==> src/rtl/pmt_pkg.sv <==
package pmt_pkg;

  // ---------------------------------------------------------------------------
  // Clock and timing
  // ---------------------------------------------------------------------------
  localparam int unsigned CLK_PERIOD_NS     = 10;
  localparam int unsigned ADC_HOLD_MS       = 1;
  localparam int unsigned INT_MIN_NORMAL_US = 10;
  localparam int unsigned INT_MIN_FAST_US   = 1;
  localparam int unsigned SETTLE_CYCLES     = 8;

  // Minimum times round up to whole cycles; the hold time is a longest time.
  localparam int unsigned ADC_HOLD_CYCLES =
    (ADC_HOLD_MS * 1000000) / CLK_PERIOD_NS;
  localparam int unsigned INT_MIN_NORMAL_CYCLES =
    (INT_MIN_NORMAL_US * 1000 + CLK_PERIOD_NS - 1) / CLK_PERIOD_NS;
  localparam int unsigned INT_MIN_FAST_CYCLES =
    (INT_MIN_FAST_US * 1000 + CLK_PERIOD_NS - 1) / CLK_PERIOD_NS;

  // ---------------------------------------------------------------------------
  // Band selection
  // ---------------------------------------------------------------------------
  localparam logic [2:0] BAND_ZERO = 3'h0;

  // ---------------------------------------------------------------------------
  // Integrator gate states
  // ---------------------------------------------------------------------------
  typedef enum logic [1:0] {
    PMT_INT_OPEN   = 2'b00,
    PMT_INT_SETTLE = 2'b01,
    PMT_INT_CLOSED = 2'b10
  } pmt_int_state_t;

endpackage

==> src/rtl/pmt_pin_sync.sv <==
`timescale 1ns/1ns
`default_nettype none

// -----------------------------------------------------------------------------
// Three-stage pin synchroniser; the level changes once stages two and three
// agree.
// -----------------------------------------------------------------------------
module pmt_pin_sync #(
  parameter logic RESET_LEVEL = 1'b1
) (
  input  wire logic sys_clk_i,
  input  wire logic rstn_i,
  input  wire logic pin_i,
  output logic      level_o
);

  logic [2:0] stage_reg;
  logic       level_reg;

  always_ff @(posedge sys_clk_i or negedge rstn_i) begin
    if (!rstn_i) begin
      stage_reg <= {3{RESET_LEVEL}};
    end else begin
      stage_reg <= {stage_reg[1:0], pin_i};
    end
  end

  always_ff @(posedge sys_clk_i or negedge rstn_i) begin
    if (!rstn_i) begin
      level_reg <= RESET_LEVEL;
    end else if (stage_reg[1] == stage_reg[2]) begin
      level_reg <= stage_reg[2];
    end
  end

  assign level_o = level_reg;

endmodule

`default_nettype wire

==> src/rtl/pmt_timing_gen.sv <==
`timescale 1ns/1ns
`default_nettype none

module pmt_timing_gen #(
  parameter int unsigned ADC_HOLD_CYCLES   = pmt_pkg::ADC_HOLD_CYCLES,
  parameter int unsigned INT_MIN_NORMAL    = pmt_pkg::INT_MIN_NORMAL_CYCLES,
  parameter int unsigned INT_MIN_FAST      = pmt_pkg::INT_MIN_FAST_CYCLES,
  parameter int unsigned SETTLE_CYCLES     = pmt_pkg::SETTLE_CYCLES
) (
  input  wire logic       sys_clk_i,
  input  wire logic       rstn_i,
  input  wire logic       pulse_in_i,
  input  wire logic       pulse_in_driven_i,
  input  wire logic [2:0] band_sel_i,
  input  wire logic       fast_mode_i,
  output logic            rf_on_o,
  output logic            mod_drive_band0_o,
  output logic            mod_drive_band14_o,
  output logic            sample_o,
  output logic            adc_enable_o,
  output logic            integrate_o
);

  // Every counter shares one width. Twenty bits hold the default hold time
  // of the ADC enable with room to spare; a longer hold needs a wider CW.
  localparam int unsigned CW = 20;

  // ---------------------------------------------------------------------------
  // Parameter checks
  // ---------------------------------------------------------------------------
  // Refuse timings that the counters cannot hold or that make no sense.
  if (ADC_HOLD_CYCLES < 1 || ADC_HOLD_CYCLES >= (1 << CW) ||
      INT_MIN_NORMAL < 1 || INT_MIN_NORMAL >= (1 << CW) ||
      INT_MIN_FAST < 1 || INT_MIN_FAST > INT_MIN_NORMAL ||
      SETTLE_CYCLES < 1 || SETTLE_CYCLES >= (1 << CW)) begin : g_bad
    $error("pmt_timing_gen: timing parameter out of range");
  end

  localparam logic [CW-1:0] ADC_LOAD  = CW'(ADC_HOLD_CYCLES);
  localparam logic [CW-1:0] NORM_LOAD = CW'(INT_MIN_NORMAL);
  localparam logic [CW-1:0] FAST_LOAD = CW'(INT_MIN_FAST);
  localparam logic [CW-1:0] SET_LOAD  = CW'(SETTLE_CYCLES);

  // ---------------------------------------------------------------------------
  // Pulse input
  // ---------------------------------------------------------------------------
  // The pin is asynchronous to the clock, so it passes the three-stage
  // synchroniser before anything else looks at it. The filter costs five
  // cycles of latency from pin to outputs, which is negligible against the
  // microsecond timing that the leveling gates need.
  logic pin_level;
  logic rf_on;
  logic rf_on_d_reg;
  logic rf_rise;
  logic rf_fall;

  // The internal pull-up level stands in for a floating input.
  pmt_pin_sync #(
    .RESET_LEVEL (1'b1)
  ) u_sync (
    .sys_clk_i (sys_clk_i),
    .rstn_i    (rstn_i),
    .pin_i     (pulse_in_i | ~pulse_in_driven_i),
    .level_o   (pin_level)
  );

  assign rf_on = pin_level;

  // The delayed copy resets high, like the synchroniser, so that leaving
  // reset with the pin low shows one clean fall and no false rise.
  always_ff @(posedge sys_clk_i or negedge rstn_i) begin
    if (!rstn_i) begin
      rf_on_d_reg <= 1'b1;
    end else begin
      rf_on_d_reg <= rf_on;
    end
  end

  assign rf_rise = rf_on & ~rf_on_d_reg;
  assign rf_fall = ~rf_on & rf_on_d_reg;

  // ---------------------------------------------------------------------------
  // Modulator drive and sample/hold
  // ---------------------------------------------------------------------------
  // The drives are registered from the same level as the RF state, so the
  // modulator current and the RF flag always change on the same edge. A band
  // change between zero and any other band while RF is off moves the drive to the other modulator on the next clock edge.
  logic rf_on_reg;
  logic drv0_reg;
  logic drv14_reg;
  logic sample_reg;

  always_ff @(posedge sys_clk_i or negedge rstn_i) begin
    if (!rstn_i) begin
      rf_on_reg  <= 1'b1;
      drv0_reg   <= 1'b0;
      drv14_reg  <= 1'b0;
      sample_reg <= 1'b1;
    end else begin
      rf_on_reg  <= rf_on;
      // Never both high by construction: RF on clears both, else the band decides which side gets it.
      drv0_reg   <= ~rf_on & (band_sel_i == pmt_pkg::BAND_ZERO);
      drv14_reg  <= ~rf_on & (band_sel_i != pmt_pkg::BAND_ZERO);
      sample_reg <= rf_on;
    end
  end

  // ---------------------------------------------------------------------------
  // ADC enable
  // ---------------------------------------------------------------------------
  // The enable stays up while RF is on and for the hold time after RF goes
  // off. Past that the held sample has drooped and must not be converted. A
  // new RF-on pulse inside the hold time simply restarts the whole cycle.
  logic [CW-1:0] adc_cnt_reg;
  logic          adc_en_reg;

  always_ff @(posedge sys_clk_i or negedge rstn_i) begin
    if (!rstn_i) begin
      adc_cnt_reg <= '0;
      adc_en_reg  <= 1'b1;
    end else if (rf_on) begin
      adc_cnt_reg <= '0;
      adc_en_reg  <= 1'b1;
    end else if (rf_fall) begin
      adc_cnt_reg <= ADC_LOAD - CW'(1);
      adc_en_reg  <= 1'b1;
    end else if (adc_cnt_reg != '0) begin
      adc_cnt_reg <= adc_cnt_reg - CW'(1);
    end else begin
      adc_en_reg  <= 1'b0;
    end
  end

  // ---------------------------------------------------------------------------
  // Integrator gate
  // ---------------------------------------------------------------------------
  // The minimum closure is latched at closure so a mode change mid-pulse
  // cannot cut a closure short.
  // Settling starts on each RF rise; a fall during settling abandons it, so
  // a pulse shorter than the settling time never closes the gate. Once
  // closed, the gate ignores RF until the minimum closure has run out, which
  // speeds the loop's response to narrow pulses.
  // Only the state left by reset starts settling without a rise, because RF
  // is taken to be on when the block comes out of reset.
  pmt_pkg::pmt_int_state_t st_reg;
  logic [CW-1:0]           set_cnt_reg;
  logic [CW-1:0]           min_cnt_reg;
  logic                    int_reg;

  always_ff @(posedge sys_clk_i or negedge rstn_i) begin
    if (!rstn_i) begin
      st_reg      <= pmt_pkg::PMT_INT_OPEN;
      set_cnt_reg <= '0;
      min_cnt_reg <= '0;
      int_reg     <= 1'b0;
    end else begin
      case (st_reg)
        pmt_pkg::PMT_INT_OPEN: begin
          int_reg <= 1'b0;
          if (rf_rise || (rf_on && !int_reg && set_cnt_reg == '0)) begin
            st_reg      <= pmt_pkg::PMT_INT_SETTLE;
            set_cnt_reg <= SET_LOAD - CW'(1);
          end
        end
        pmt_pkg::PMT_INT_SETTLE: begin
          if (!rf_on) begin
            st_reg      <= pmt_pkg::PMT_INT_OPEN;
            set_cnt_reg <= CW'(1);
          end else if (set_cnt_reg != '0) begin
            set_cnt_reg <= set_cnt_reg - CW'(1);
          end else begin
            st_reg      <= pmt_pkg::PMT_INT_CLOSED;
            int_reg     <= 1'b1;
            min_cnt_reg <= (fast_mode_i ? FAST_LOAD : NORM_LOAD)
                           - CW'(1);
          end
        end
        pmt_pkg::PMT_INT_CLOSED: begin
          if (min_cnt_reg != '0) begin
            min_cnt_reg <= min_cnt_reg - CW'(1);
          end else if (!rf_on) begin
            st_reg      <= pmt_pkg::PMT_INT_OPEN;
            int_reg     <= 1'b0;
            set_cnt_reg <= CW'(1);
          end
        end
        default: begin
          st_reg  <= pmt_pkg::PMT_INT_OPEN;
          int_reg <= 1'b0;
        end
      endcase
    end
  end

  // ---------------------------------------------------------------------------
  // Outputs
  // ---------------------------------------------------------------------------
  // Every output comes straight from a flip-flop; nothing here is decoded,
  // so the gates downstream never see a combinational glitch.
  assign rf_on_o            = rf_on_reg;
  assign mod_drive_band0_o  = drv0_reg;
  assign mod_drive_band14_o = drv14_reg;
  assign sample_o           = sample_reg;
  assign adc_enable_o       = adc_en_reg;
  assign integrate_o        = int_reg;

endmodule

`default_nettype wire

==> config.mk <==
export PLATFORM = sky130hd
export DESIGN_NAME = pmt_timing_gen
export DESIGN_NICKNAME = d
export VERILOG_FILES = /design/src/rtl/pmt_pkg.sv /design/src/rtl/pmt_pin_sync.sv /design/src/rtl/pmt_timing_gen.sv
export SDC_FILE = /design/constraint.sdc
export NUM_CORES = 1
export LEC_CHECK = 0
export BUFFER_PORTS_ARGS = -buffer_cell sky130_fd_sc_hd__buf_2
export CAP_MARGIN = 20
export CELL_PAD_IN_SITES_DETAIL_PLACEMENT = 0
export CELL_PAD_IN_SITES_GLOBAL_PLACEMENT = 1
export CORE_UTILIZATION = 42
export DETAILED_ROUTE_END_ITERATION = 8
export PLACE_DENSITY_LB_ADDON = 0.05
export SETUP_SLACK_MARGIN = 0.15
export SYNTH_ARGS = -nofsm -noshare
export SYNTH_HDL_FRONTEND = slang
export SYNTH_SLANG_ARGS = --single-unit
==> constraint.sdc <==
create_clock -name sys_clk_i -period 5.1 [get_ports sys_clk_i]
set_input_delay 0.765 -clock sys_clk_i [delete_from_list [all_inputs] [get_ports sys_clk_i]]
set_output_delay 0.765 -clock sys_clk_i [all_outputs]
set_load 0.1 [all_outputs]
==> impl_metrics.toml, run 1 <==
[status]
status = "complete, no violations"

[layout]
diodes = 0
drive_above_1_share = 0.1195
final_common_cell = "dfrtp_1"
area_growth_pct = 9.568
layout.nets = 465
final_cell_mix = "dfrtp_1 (65), nor2_1 (61), o21ai_0 (36)"

[detailed_routing]
drt-wirelength-per-cell_um = 15.73
drtPass1Iterations = 4
route.antenna.remaining_nets = 0
vias = 3221
post-route-drc-count = 0
routed_wl_um = 9138
drtIter0Drc = 111
viasPerCell = 5.544

[logic_synthesis]
yosysWarnings = 0
synth_edf_count = 0
syn_nets = 454
ys_seq_elements = 71
synth.yosys.seq_area_share = 0.4459
synthTopCellsByArea = "dfrtp_1 (41%), nor2_1 (5.7%), o21ai_0 (4.6%), dfstp_2 (3.9%), ha_1 (3.1%)"
async_flop_share = 1.000
yosys.cell_types.count = 65
synth-main-ff-cell = "dfrtp_1"
yosys.area.top_type = "dfrtp_1"
netlist_area_sq_um = 4001
netlist_instances = 436
syn_area_per_cell_sq_um = 9.177
yosysTopAreaCellShare = 0.4065

[power]
seqPwrFrac = 0.347
power_frac_comb = 0.412
leakagePower_nw = 1.949
p_per_area_nw_per_um2 = 471.8
total_power_mw = 2.069
p_int_mw = 1.169
p_clk_frac = 0.240
switching_share = 0.4351
switchingPower_uw = 900.1
ir_drop_uv = 218.1

[place]
dp_hpwl_um = 6072
place_ws_ps = 2266
portBuffers = 13
place.gp.congestion = 0.7627

[global_route]
grt_pass1_vias = 3183
grt_usage = 0.2068
grt_pass1_wl_um = 16040
grt_max_degree = 72
antenna_found_initial = 0
overflow = 0

[floorplanning]
dieArea_sq_um = 9921
io_pins = 14
fp.dieH_um = 99.61
start_util = 0.4330
core_area_sq_um = 9240
fp.dieW_um = 99.61
rows = 35

[clock_tree]
clkTransAtPathRegs_ps = 80
cts_setup_buffers = 0
cts_tree = "done"
clock_latency_ps = 360
ctsHoldBuffers = 0
cts_root_buf = "clkbuf_8"
cts.repair.resized = 0
cts_sinks = 71
cts_buffer_depth = 2
cts_made_buffers = 9
htreeDepth = 3

[timing]
fin_crit_ps = 2846
setup_tns_ps = 0
min_period_over_period = 0.5580
tightest_slew_ps = 925.8
rsz0062_at_grt = "false"
drv_slew = 0
worst_slack_ps = 2254
skew_ps = 7.994
hold_ws_ps = 354.3
max_freq_mhz = 351.4
setup-violations-final = 0
timing.slew.headroom = 0.3771
final_hold_viol_count = 0

[critical_path]
worstPathArrival_ps = 3080
setup.worst_path.class = "flip-flop to flip-flop"
cp-start-kind = "flip-flop"
critPathMaxFanout = 13
cp.required_ps = 5330
cp-end-kind = "flip-flop"

[job]
maxCapViolations = 0

[worst_hold_path]
hold_path_class = "flip-flop to flip-flop"
-- power groups by stage --
stage | clock, mW | sequential, mW | combinational (mW)
6_report | 0.497 | 0.719 | 0.853
5_1_grt | 0.538 | 0.733 | 0.965
4_1_cts | 0.514 | 0.717 | 0.863
3_5_place_dp | 0 | 0.726 | 0.863
3_3_place_gp | 0 | 0.726 | 0.853
2_1_floorplan | 0 | 0.723 | 0.657
-- critical path, cell delays in order (launching register included) --
cell and delay [ps]:
dfrtp_1 400, nor4_1 650, nor3b_1 560, nand4bb_1 580, nand4b_1 320, xor2_1 170
nor2_1 50
-- final timing paths --
| check | start | end | slack (ps) | depth (start not counted) |
|---|---|---|---|---|
| min in group asynchronous | rstn_i | adc_cnt_reg[13] | 530 | 1 |
| max | adc_cnt_reg[6] | adc_cnt_reg[6] | 2250 | 6 |
| min | u_sync.stage_reg[0] | u_sync.stage_reg[1] | 350 | 0 |
| max reg2reg | adc_cnt_reg[6] | adc_cnt_reg[6] | 2250 | 6 |
| max in group asynchronous | rstn_i | min_cnt_reg[8] | 3940 | 1 |
| min reg2reg | u_sync.stage_reg[0] | u_sync.stage_reg[1] | 350 | 0 |
-- cell families (layout without fill, tap and decap cells) --
kind of cell / after synthesis / in the layout / synth area share
DFF: 71 / 71 / 0.4459
buffers and inverters: 32 / 48 / 0.03408
muxes: 3 / 3 / 0.007817
adders and majority gates: 11 / 11 / 0.03377
AOI/OAI and AO/OA: 95 / 95 / 0.1520
xor gates and xnor gates: 20 / 20 / 0.04378
and+or+nand+nor: 204 / 204 / 0.2827
-- layer usage --
metal  wire length (um)  part of all wire  global-route usage  vias to the layer above
met4                 83            0.0091             0.04525                        0
met2               4194              0.46              0.3307                       29
met3                221             0.024             0.05762                        7
met5                  0                 0                   0                        -
li1                   -                 -                   -                     1602
met1               4639              0.51              0.2800                     1583
-- stage by stage --
stage	area (sq um)	std cells	util
after floorplan	4001	436	-
after global placement	4173	565	0.4516
after detailed placement	4173	565	0.4516
after CTS	4384	581	0.4745
after global routing	4384	581	0.4745
final	4384	581	0.4745
-- synth_stat cells, types with 9 or more instances --
library cell  instances
inv_1                17
nand2b_1             11
nand4_1              11
dfrtp_1              65
a21oi_1              22
nor3_1               13
nor4_1               12
or3_1                 9
o21ai_0              37
nor2_1               61
nand2_1              33
nand3_1              14
xor2_1               12
ha_1                 10
-- layout make-up --
type,instances,area [sq um]
Clock buffer,9,123.9
Clock inverter,7,87.58
Fill cell,874,4856
Inverter,17,63.81
Multi-Input combinational cell,333,2081
Sequential cell,71,1784
Tap cell,129,161.4
Timing Repair Buffer,15,82.58
Power figures use the tool's default switching activity.
==> inputs of run 2 (changes only) <==
- clock period: 5.1 -> 2.8 ns (I/O delays scaled with it)
==> run 2 against run 1 <==
  * Cell count up 2.1%
  * Total power up 80%
  * Flip-flop and latch count unchanged
  * Die area unchanged
  * Routed wire length down 0.44%
  * Hold slack worse by 160 ps
==> impl_metrics.toml, run 2 (same netlist as run 1, synthesis figures left out) <==
[status]
status = "complete, no violations"

[worst_hold_path]
whs_endpoint = "u_sync.stage_reg[0]"
hp-start = "pulse_in_driven_i"
hold_path_class = "input pin to flip-flop"
hold_path_depth = 2

[detailed_routing]
route.antenna.remaining_nets = 0
post-route-drc-count = 0
routed_wl_um = 9098
wl_met1_um = 4660
drtPass1Iterations = 4
vias = 3308
wl_met2_um = 4082
viasPerCell = 5.578
drtIter0Drc = 103
route.met3.wl_um = 304
highest_layer = "met4"
drt-wirelength-per-cell_um = 15.34

[timing]
min_period_over_period = 0.8768
timing.slew.headroom = 0.4039
skew_ps = 6.714
max_freq_mhz = 407.3
fin_crit_ps = 2455
setup-violations-final = 0
rsz0062_at_grt = "false"
setup_tns_ps = 0
tightest_slew_ps = 894.2
final_hold_viol_count = 0
drv_slew = 0

[critical_path]
critPathMaxFanout = 16
setup.worst_path.class = "flip-flop to flip-flop"
cp-start-kind = "flip-flop"
cp-end-kind = "flip-flop"
rr_endpoint = "set_cnt_reg[6]"
r2r-start = "min_cnt_reg[6]"
cp.required_ps = 3030
reg2regPathDepth = 6
worstPathArrival_ps = 2680
rrSetupSlack_ps = 350

[clock_tree]
cts_made_buffers = 9
clock_latency_ps = 350
htreeDepth = 3
clkTransAtPathRegs_ps = 70
cts_buffer_depth = 2
cts_sinks = 71
cts_tree = "done"
cts_root_buf = "clkbuf_8"

[layout]
diodes = 0
final.fill_count = 901
final_cell_mix = "dfrtp_1 (65), nor2_1 (61), o21ai_0 (36)"
final_area_sq_um = 4456
final_common_cell = "dfrtp_1"
layout.nets = 478
drive_above_1_share = 0.1401
area_growth_pct = 11.35

[global_route]
grt_max_degree = 72
antenna_found_initial = 0
grt_pass1_wl_um = 15430
grt_usage = 0.1992
overflow = 0
grt_pass1_vias = 3105

[floorplanning]
fp.dieW_um = 99.61
io_pins = 14
core_area_sq_um = 9240
dieArea_sq_um = 9921
fp.dieH_um = 99.61
rows = 35
start_util = 0.4330

[place]
portBuffers = 13
place.gp.congestion = 0.7878
place_area_sq_um = 4270
dp_hpwl_um = 6048

[power]
leakagePower_nw = 1.997
ir_drop_uv = 274.4
p_per_area_nw_per_um2 = 837.3

[job]
maxCapViolations = 0
run 2: cell count changes in the layout (fill, tap and decap cells not counted), sizes merged:
cell and change:
buf +13, bufinv -2, clkbuf +5, clkinv -3, clkinvlp -1
run 2: worst max-delay path, cell delays in order, from the launching register on:
cell and delay [ps]:
dfrtp_1 450, or4_4 590, nor4_4 290, a41o_1 250, or2_2 190, nand3_4 190, o311ai_0 380
run 2: how the worst max path moves through the flow:
stage,from,end,slack (ps),depth (start not counted)
after global placement,set_cnt_reg[16],set_cnt_reg[6],370,6
after detailed placement,set_cnt_reg[16],set_cnt_reg[6],290,6
after CTS,set_cnt_reg[16],set_cnt_reg[6],270,6
after floorplan,sample_o,st_reg[0],560,6
after global routing,set_cnt_reg[0],set_cnt_reg[6],160,8
final,min_cnt_reg[6],set_cnt_reg[6],350,6
run 2: area by class of cell:
class / instances / area, sq um / share of cell area
clock inverters: 1 / 5.005 / 0.001123
multi-input cells: 333 / 2098 / 0.4709
clock buffers: 14 / 162.7 / 0.03651
inverters: 17 / 63.81 / 0.01432
repair buffers: 28 / 180.2 / 0.04044
flip-flops and latches: 71 / 1784 / 0.4004
well taps: 129 / 161.4 / 0.03623
run 2: routing by layer:
layer | GRT usage | vias to the layer above
met5 | 0 | -
met4 | 0.05543 | 0
met3 | 0.05341 | 7
met2 | 0.3034 | 49
met1 | 0.2792 | 1624
li1 | - | 1628
run 2: repair_timing:
action,4_1_cts,5_1_grt
setup buffers,0,0
setup endpoints to repair,0,10
gates resized for setup,0,3
hold buffers,0,0
run 2: through the flow:
step / util / setup slack (ps) / total power [mW] / hold WS, ps / instances
floorplan: - / 563.7 / 2.512 / 124.4 / 436
global placement: 0.4622 / 371.4 / 2.977 / 346.6 / 578
detailed placement: 0.4622 / 290.2 / 2.981 / 347.8 / 578
CTS: 0.4803 / 271.3 / 3.741 / 169.2 / 593
global route: 0.4822 / 156.6 / 4.014 / 177.8 / 593
finish: 0.4822 / 345.1 / 3.730 / 191.0 / 593
run 2: report_power, final:
| part | switching (mW) | internal [mW] |
|---|---|---|
| Combinational | 1.11 | 0.570 |
| Sequential | 0.158 | 1.15 |
| Clock | 0.376 | 0.366 |
==> inputs of run 3 (changes only) <==
- ABC_AREA: unset -> 1
- CORE_UTILIZATION: 42 -> 41
- clock period: 2.8 -> 2.08 ns (I/O delays scaled with it)
==> run 3 against run 2 <==
  * First-iteration DRC count grew to 2.7 times the previous value
  * Routed wire length grew 32%
  * Via count grew 29%
  * Flip-flop and latch count is the same
  * Clock power grew 110%
  * Critical path depth grew 5
  * Sequential power grew 48%
  * Largest cell class unchanged
  * Largest power group unchanged
  * Highest routed layer unchanged
==> impl_metrics.toml, run 3 <==
[global_route]
grt_pass1_wl_um = 19900
antenna_found_initial = 0
overflow = 0
grt_max_degree = 38
grt_pass1_vias = 4107
grt_usage = 0.2187

[logic_synthesis]
ys_seq_elements = 71
netlist_instances = 674
yosysWarnings = 0
yosys.cell_count.top_type = "nand2_1"
synth_edf_count = 0
async_flop_share = 1.000
syn_area_per_cell_sq_um = 6.911
synth-main-ff-cell = "dfrtp_1"
netlist_area_sq_um = 4658
yosys.area.top_type = "dfrtp_1"
synth.yosys.seq_area_share = 0.3830
yosysTopAreaCellShare = 0.3492
synth_commonest_cells = "nand2_1 (209), nor2_1 (118), dfrtp_1 (65), inv_1 (61), nand3_1 (53)"
syn_nets = 692
synthTopCellsByArea = "dfrtp_1 (35%), nand2_1 (17%), nor2_1 (9.5%), nand3_1 (5.7%), inv_1 (4.9%)"
yosys.cell_types.count = 38

[detailed_routing]
routed_wl_um = 11990
drtPass1Iterations = 5
vias = 4262
viasPerCell = 5.014
route.antenna.remaining_nets = 0
drt-wirelength-per-cell_um = 14.11
post-route-drc-count = 0
drtIter0Drc = 277

[floorplanning]
rows = 38
fp.dieW_um = 108.6
start_util = 0.4260
dieArea_sq_um = 11790
fp.dieH_um = 108.6
io_pins = 14
core_area_sq_um = 10940

[timing]
setup_tns_ps = 0
tightest_slew_ps = 522.6
max_freq_mhz = 559.7
fin_crit_ps = 1787
setup-violations-final = 0
final_hold_viol_count = 0
drv_slew = 0
worst_slack_ps = 293.5
rsz0062_at_grt = "true"
skew_ps = 5.822
timing.slew.headroom = 0.6516
hold_ws_ps = 99.46
min_period_over_period = 0.8589

[place]
place.gp.congestion = 0.8655
portBuffers = 13
place_ws_ps = 166.9
dp_hpwl_um = 8632
place_area_sq_um = 4886

[status]
status = "complete, no violations"

[layout]
final_area_sq_um = 5361
layout.nets = 723
final_common_cell = "nand2_1"
final_cell_mix = "nand2_1 (207), nor2_1 (111), dfrtp_1 (64)"
diodes = 0
area_growth_pct = 15.10
drive_above_1_share = 0.1338

[worst_hold_path]
whs_endpoint = "u_sync.stage_reg[0]"
hold_path_depth = 2
hp-start = "pulse_in_driven_i"
hold_path_class = "input pin to flip-flop"

[job]
maxCapViolations = 0

[clock_tree]
cts_sinks = 71
cts_root_buf = "clkbuf_16"
clkTransAtPathRegs_ps = 60
htreeDepth = 3
cts_tree = "done"
clock_latency_ps = 330
cts_buffer_depth = 2
cts_made_buffers = 9

[critical_path]
cp-end-kind = "flip-flop"
r2r-start = "set_cnt_reg[0]"
critPathMaxFanout = 11
worstPathArrival_ps = 2010
crit_family = "simple AND/OR/NAND/NOR gates"
rrSetupSlack_ps = 290
reg2regPathDepth = 11
crit_top_cell = "nand3_1"
cpPeakStageDelay_ps = 420
crit_slowest_cell = "dfrtp_1"
rr_endpoint = "set_cnt_reg[17]"
cp-start-kind = "flip-flop"
cp.required_ps = 2310
crit_chain = "inv_1 -> ha_1 -> nand3_1 -> nor2_2 -> nand4_4 -> nand2_2 -> nor2_4 -> buf_4 -> buf_6 -> nand3_1 -> nand2_1"
critPathBufInv = 3
setup.worst_path.class = "flip-flop to flip-flop"

[power]
ir_drop_uv = 763.0
p_per_area_nw_per_um2 = 1389
total_power_mw = 7.446
leakagePower_nw = 2.850
## run 3: layout make-up
class	count	area, sq um
Tap cell	140	175.2
Timing Repair Buffer	33	256.5
Inverter	66	255.2
Clock buffer	12	246.5
Fill cell	1104	5574
Multi-Input combinational cell	524	2597
Sequential cell	71	1785
Clock inverter	4	45.04
## run 3: per-layer routing
metal / global-route usage / up-vias / part of all wire
li1: - / 2198 / -
met1: 0.3030 / 1980 / 0.50
met2: 0.3427 / 69 / 0.45
met3: 0.03556 / 15 / 0.034
met4: 0.07915 / 0 / 0.014
met5: 0 / - / 0
## run 3: how the worst max path moves through the flow
stage | slack, ps | to | depth (start not counted) | startpoint
2_1_floorplan | 250 | adc_cnt_reg[0] | 8 | sample_o
3_3_place_gp | 220 | adc_cnt_reg[16] | 11 | adc_cnt_reg[0]
3_5_place_dp | 170 | adc_cnt_reg[16] | 11 | adc_cnt_reg[0]
4_1_cts | 160 | adc_cnt_reg[16] | 11 | adc_cnt_reg[0]
5_1_grt | 140 | set_cnt_reg[11] | 11 | set_cnt_reg[0]
6_report | 290 | set_cnt_reg[17] | 11 | set_cnt_reg[0]
## run 3: cell families after synthesis
family,synth area share
and+or+nand+nor,0.4045
buffers and inverters,0.08058
DFF,0.3830
AOI/OAI and AO/OA,0.05211
xor gates and xnor gates,0.05076
adders and majority gates,0.02901
## run 3: per-stage QoR
stage,utilization,std cells
after global routing,0.4903,850
final,0.4903,850
after CTS,0.4744,842
after detailed placement,0.4468,825
after global placement,0.4468,825
after floorplan,-,674
## run 3: repair_timing
action,CTS,global route
setup endpoints to repair,0,44
setup buffers,0,6
gates resized for setup,0,25
hold endpoints to repair,35,0
hold buffers,1,0
## run 3: power breakdown
part	total, mW	switching (mW)	internal [mW]
sequential	1.94	0.299	1.64
combinational	3.96	2.61	1.35
clock	1.55	0.592	0.956
total	7.45	3.50	3.95
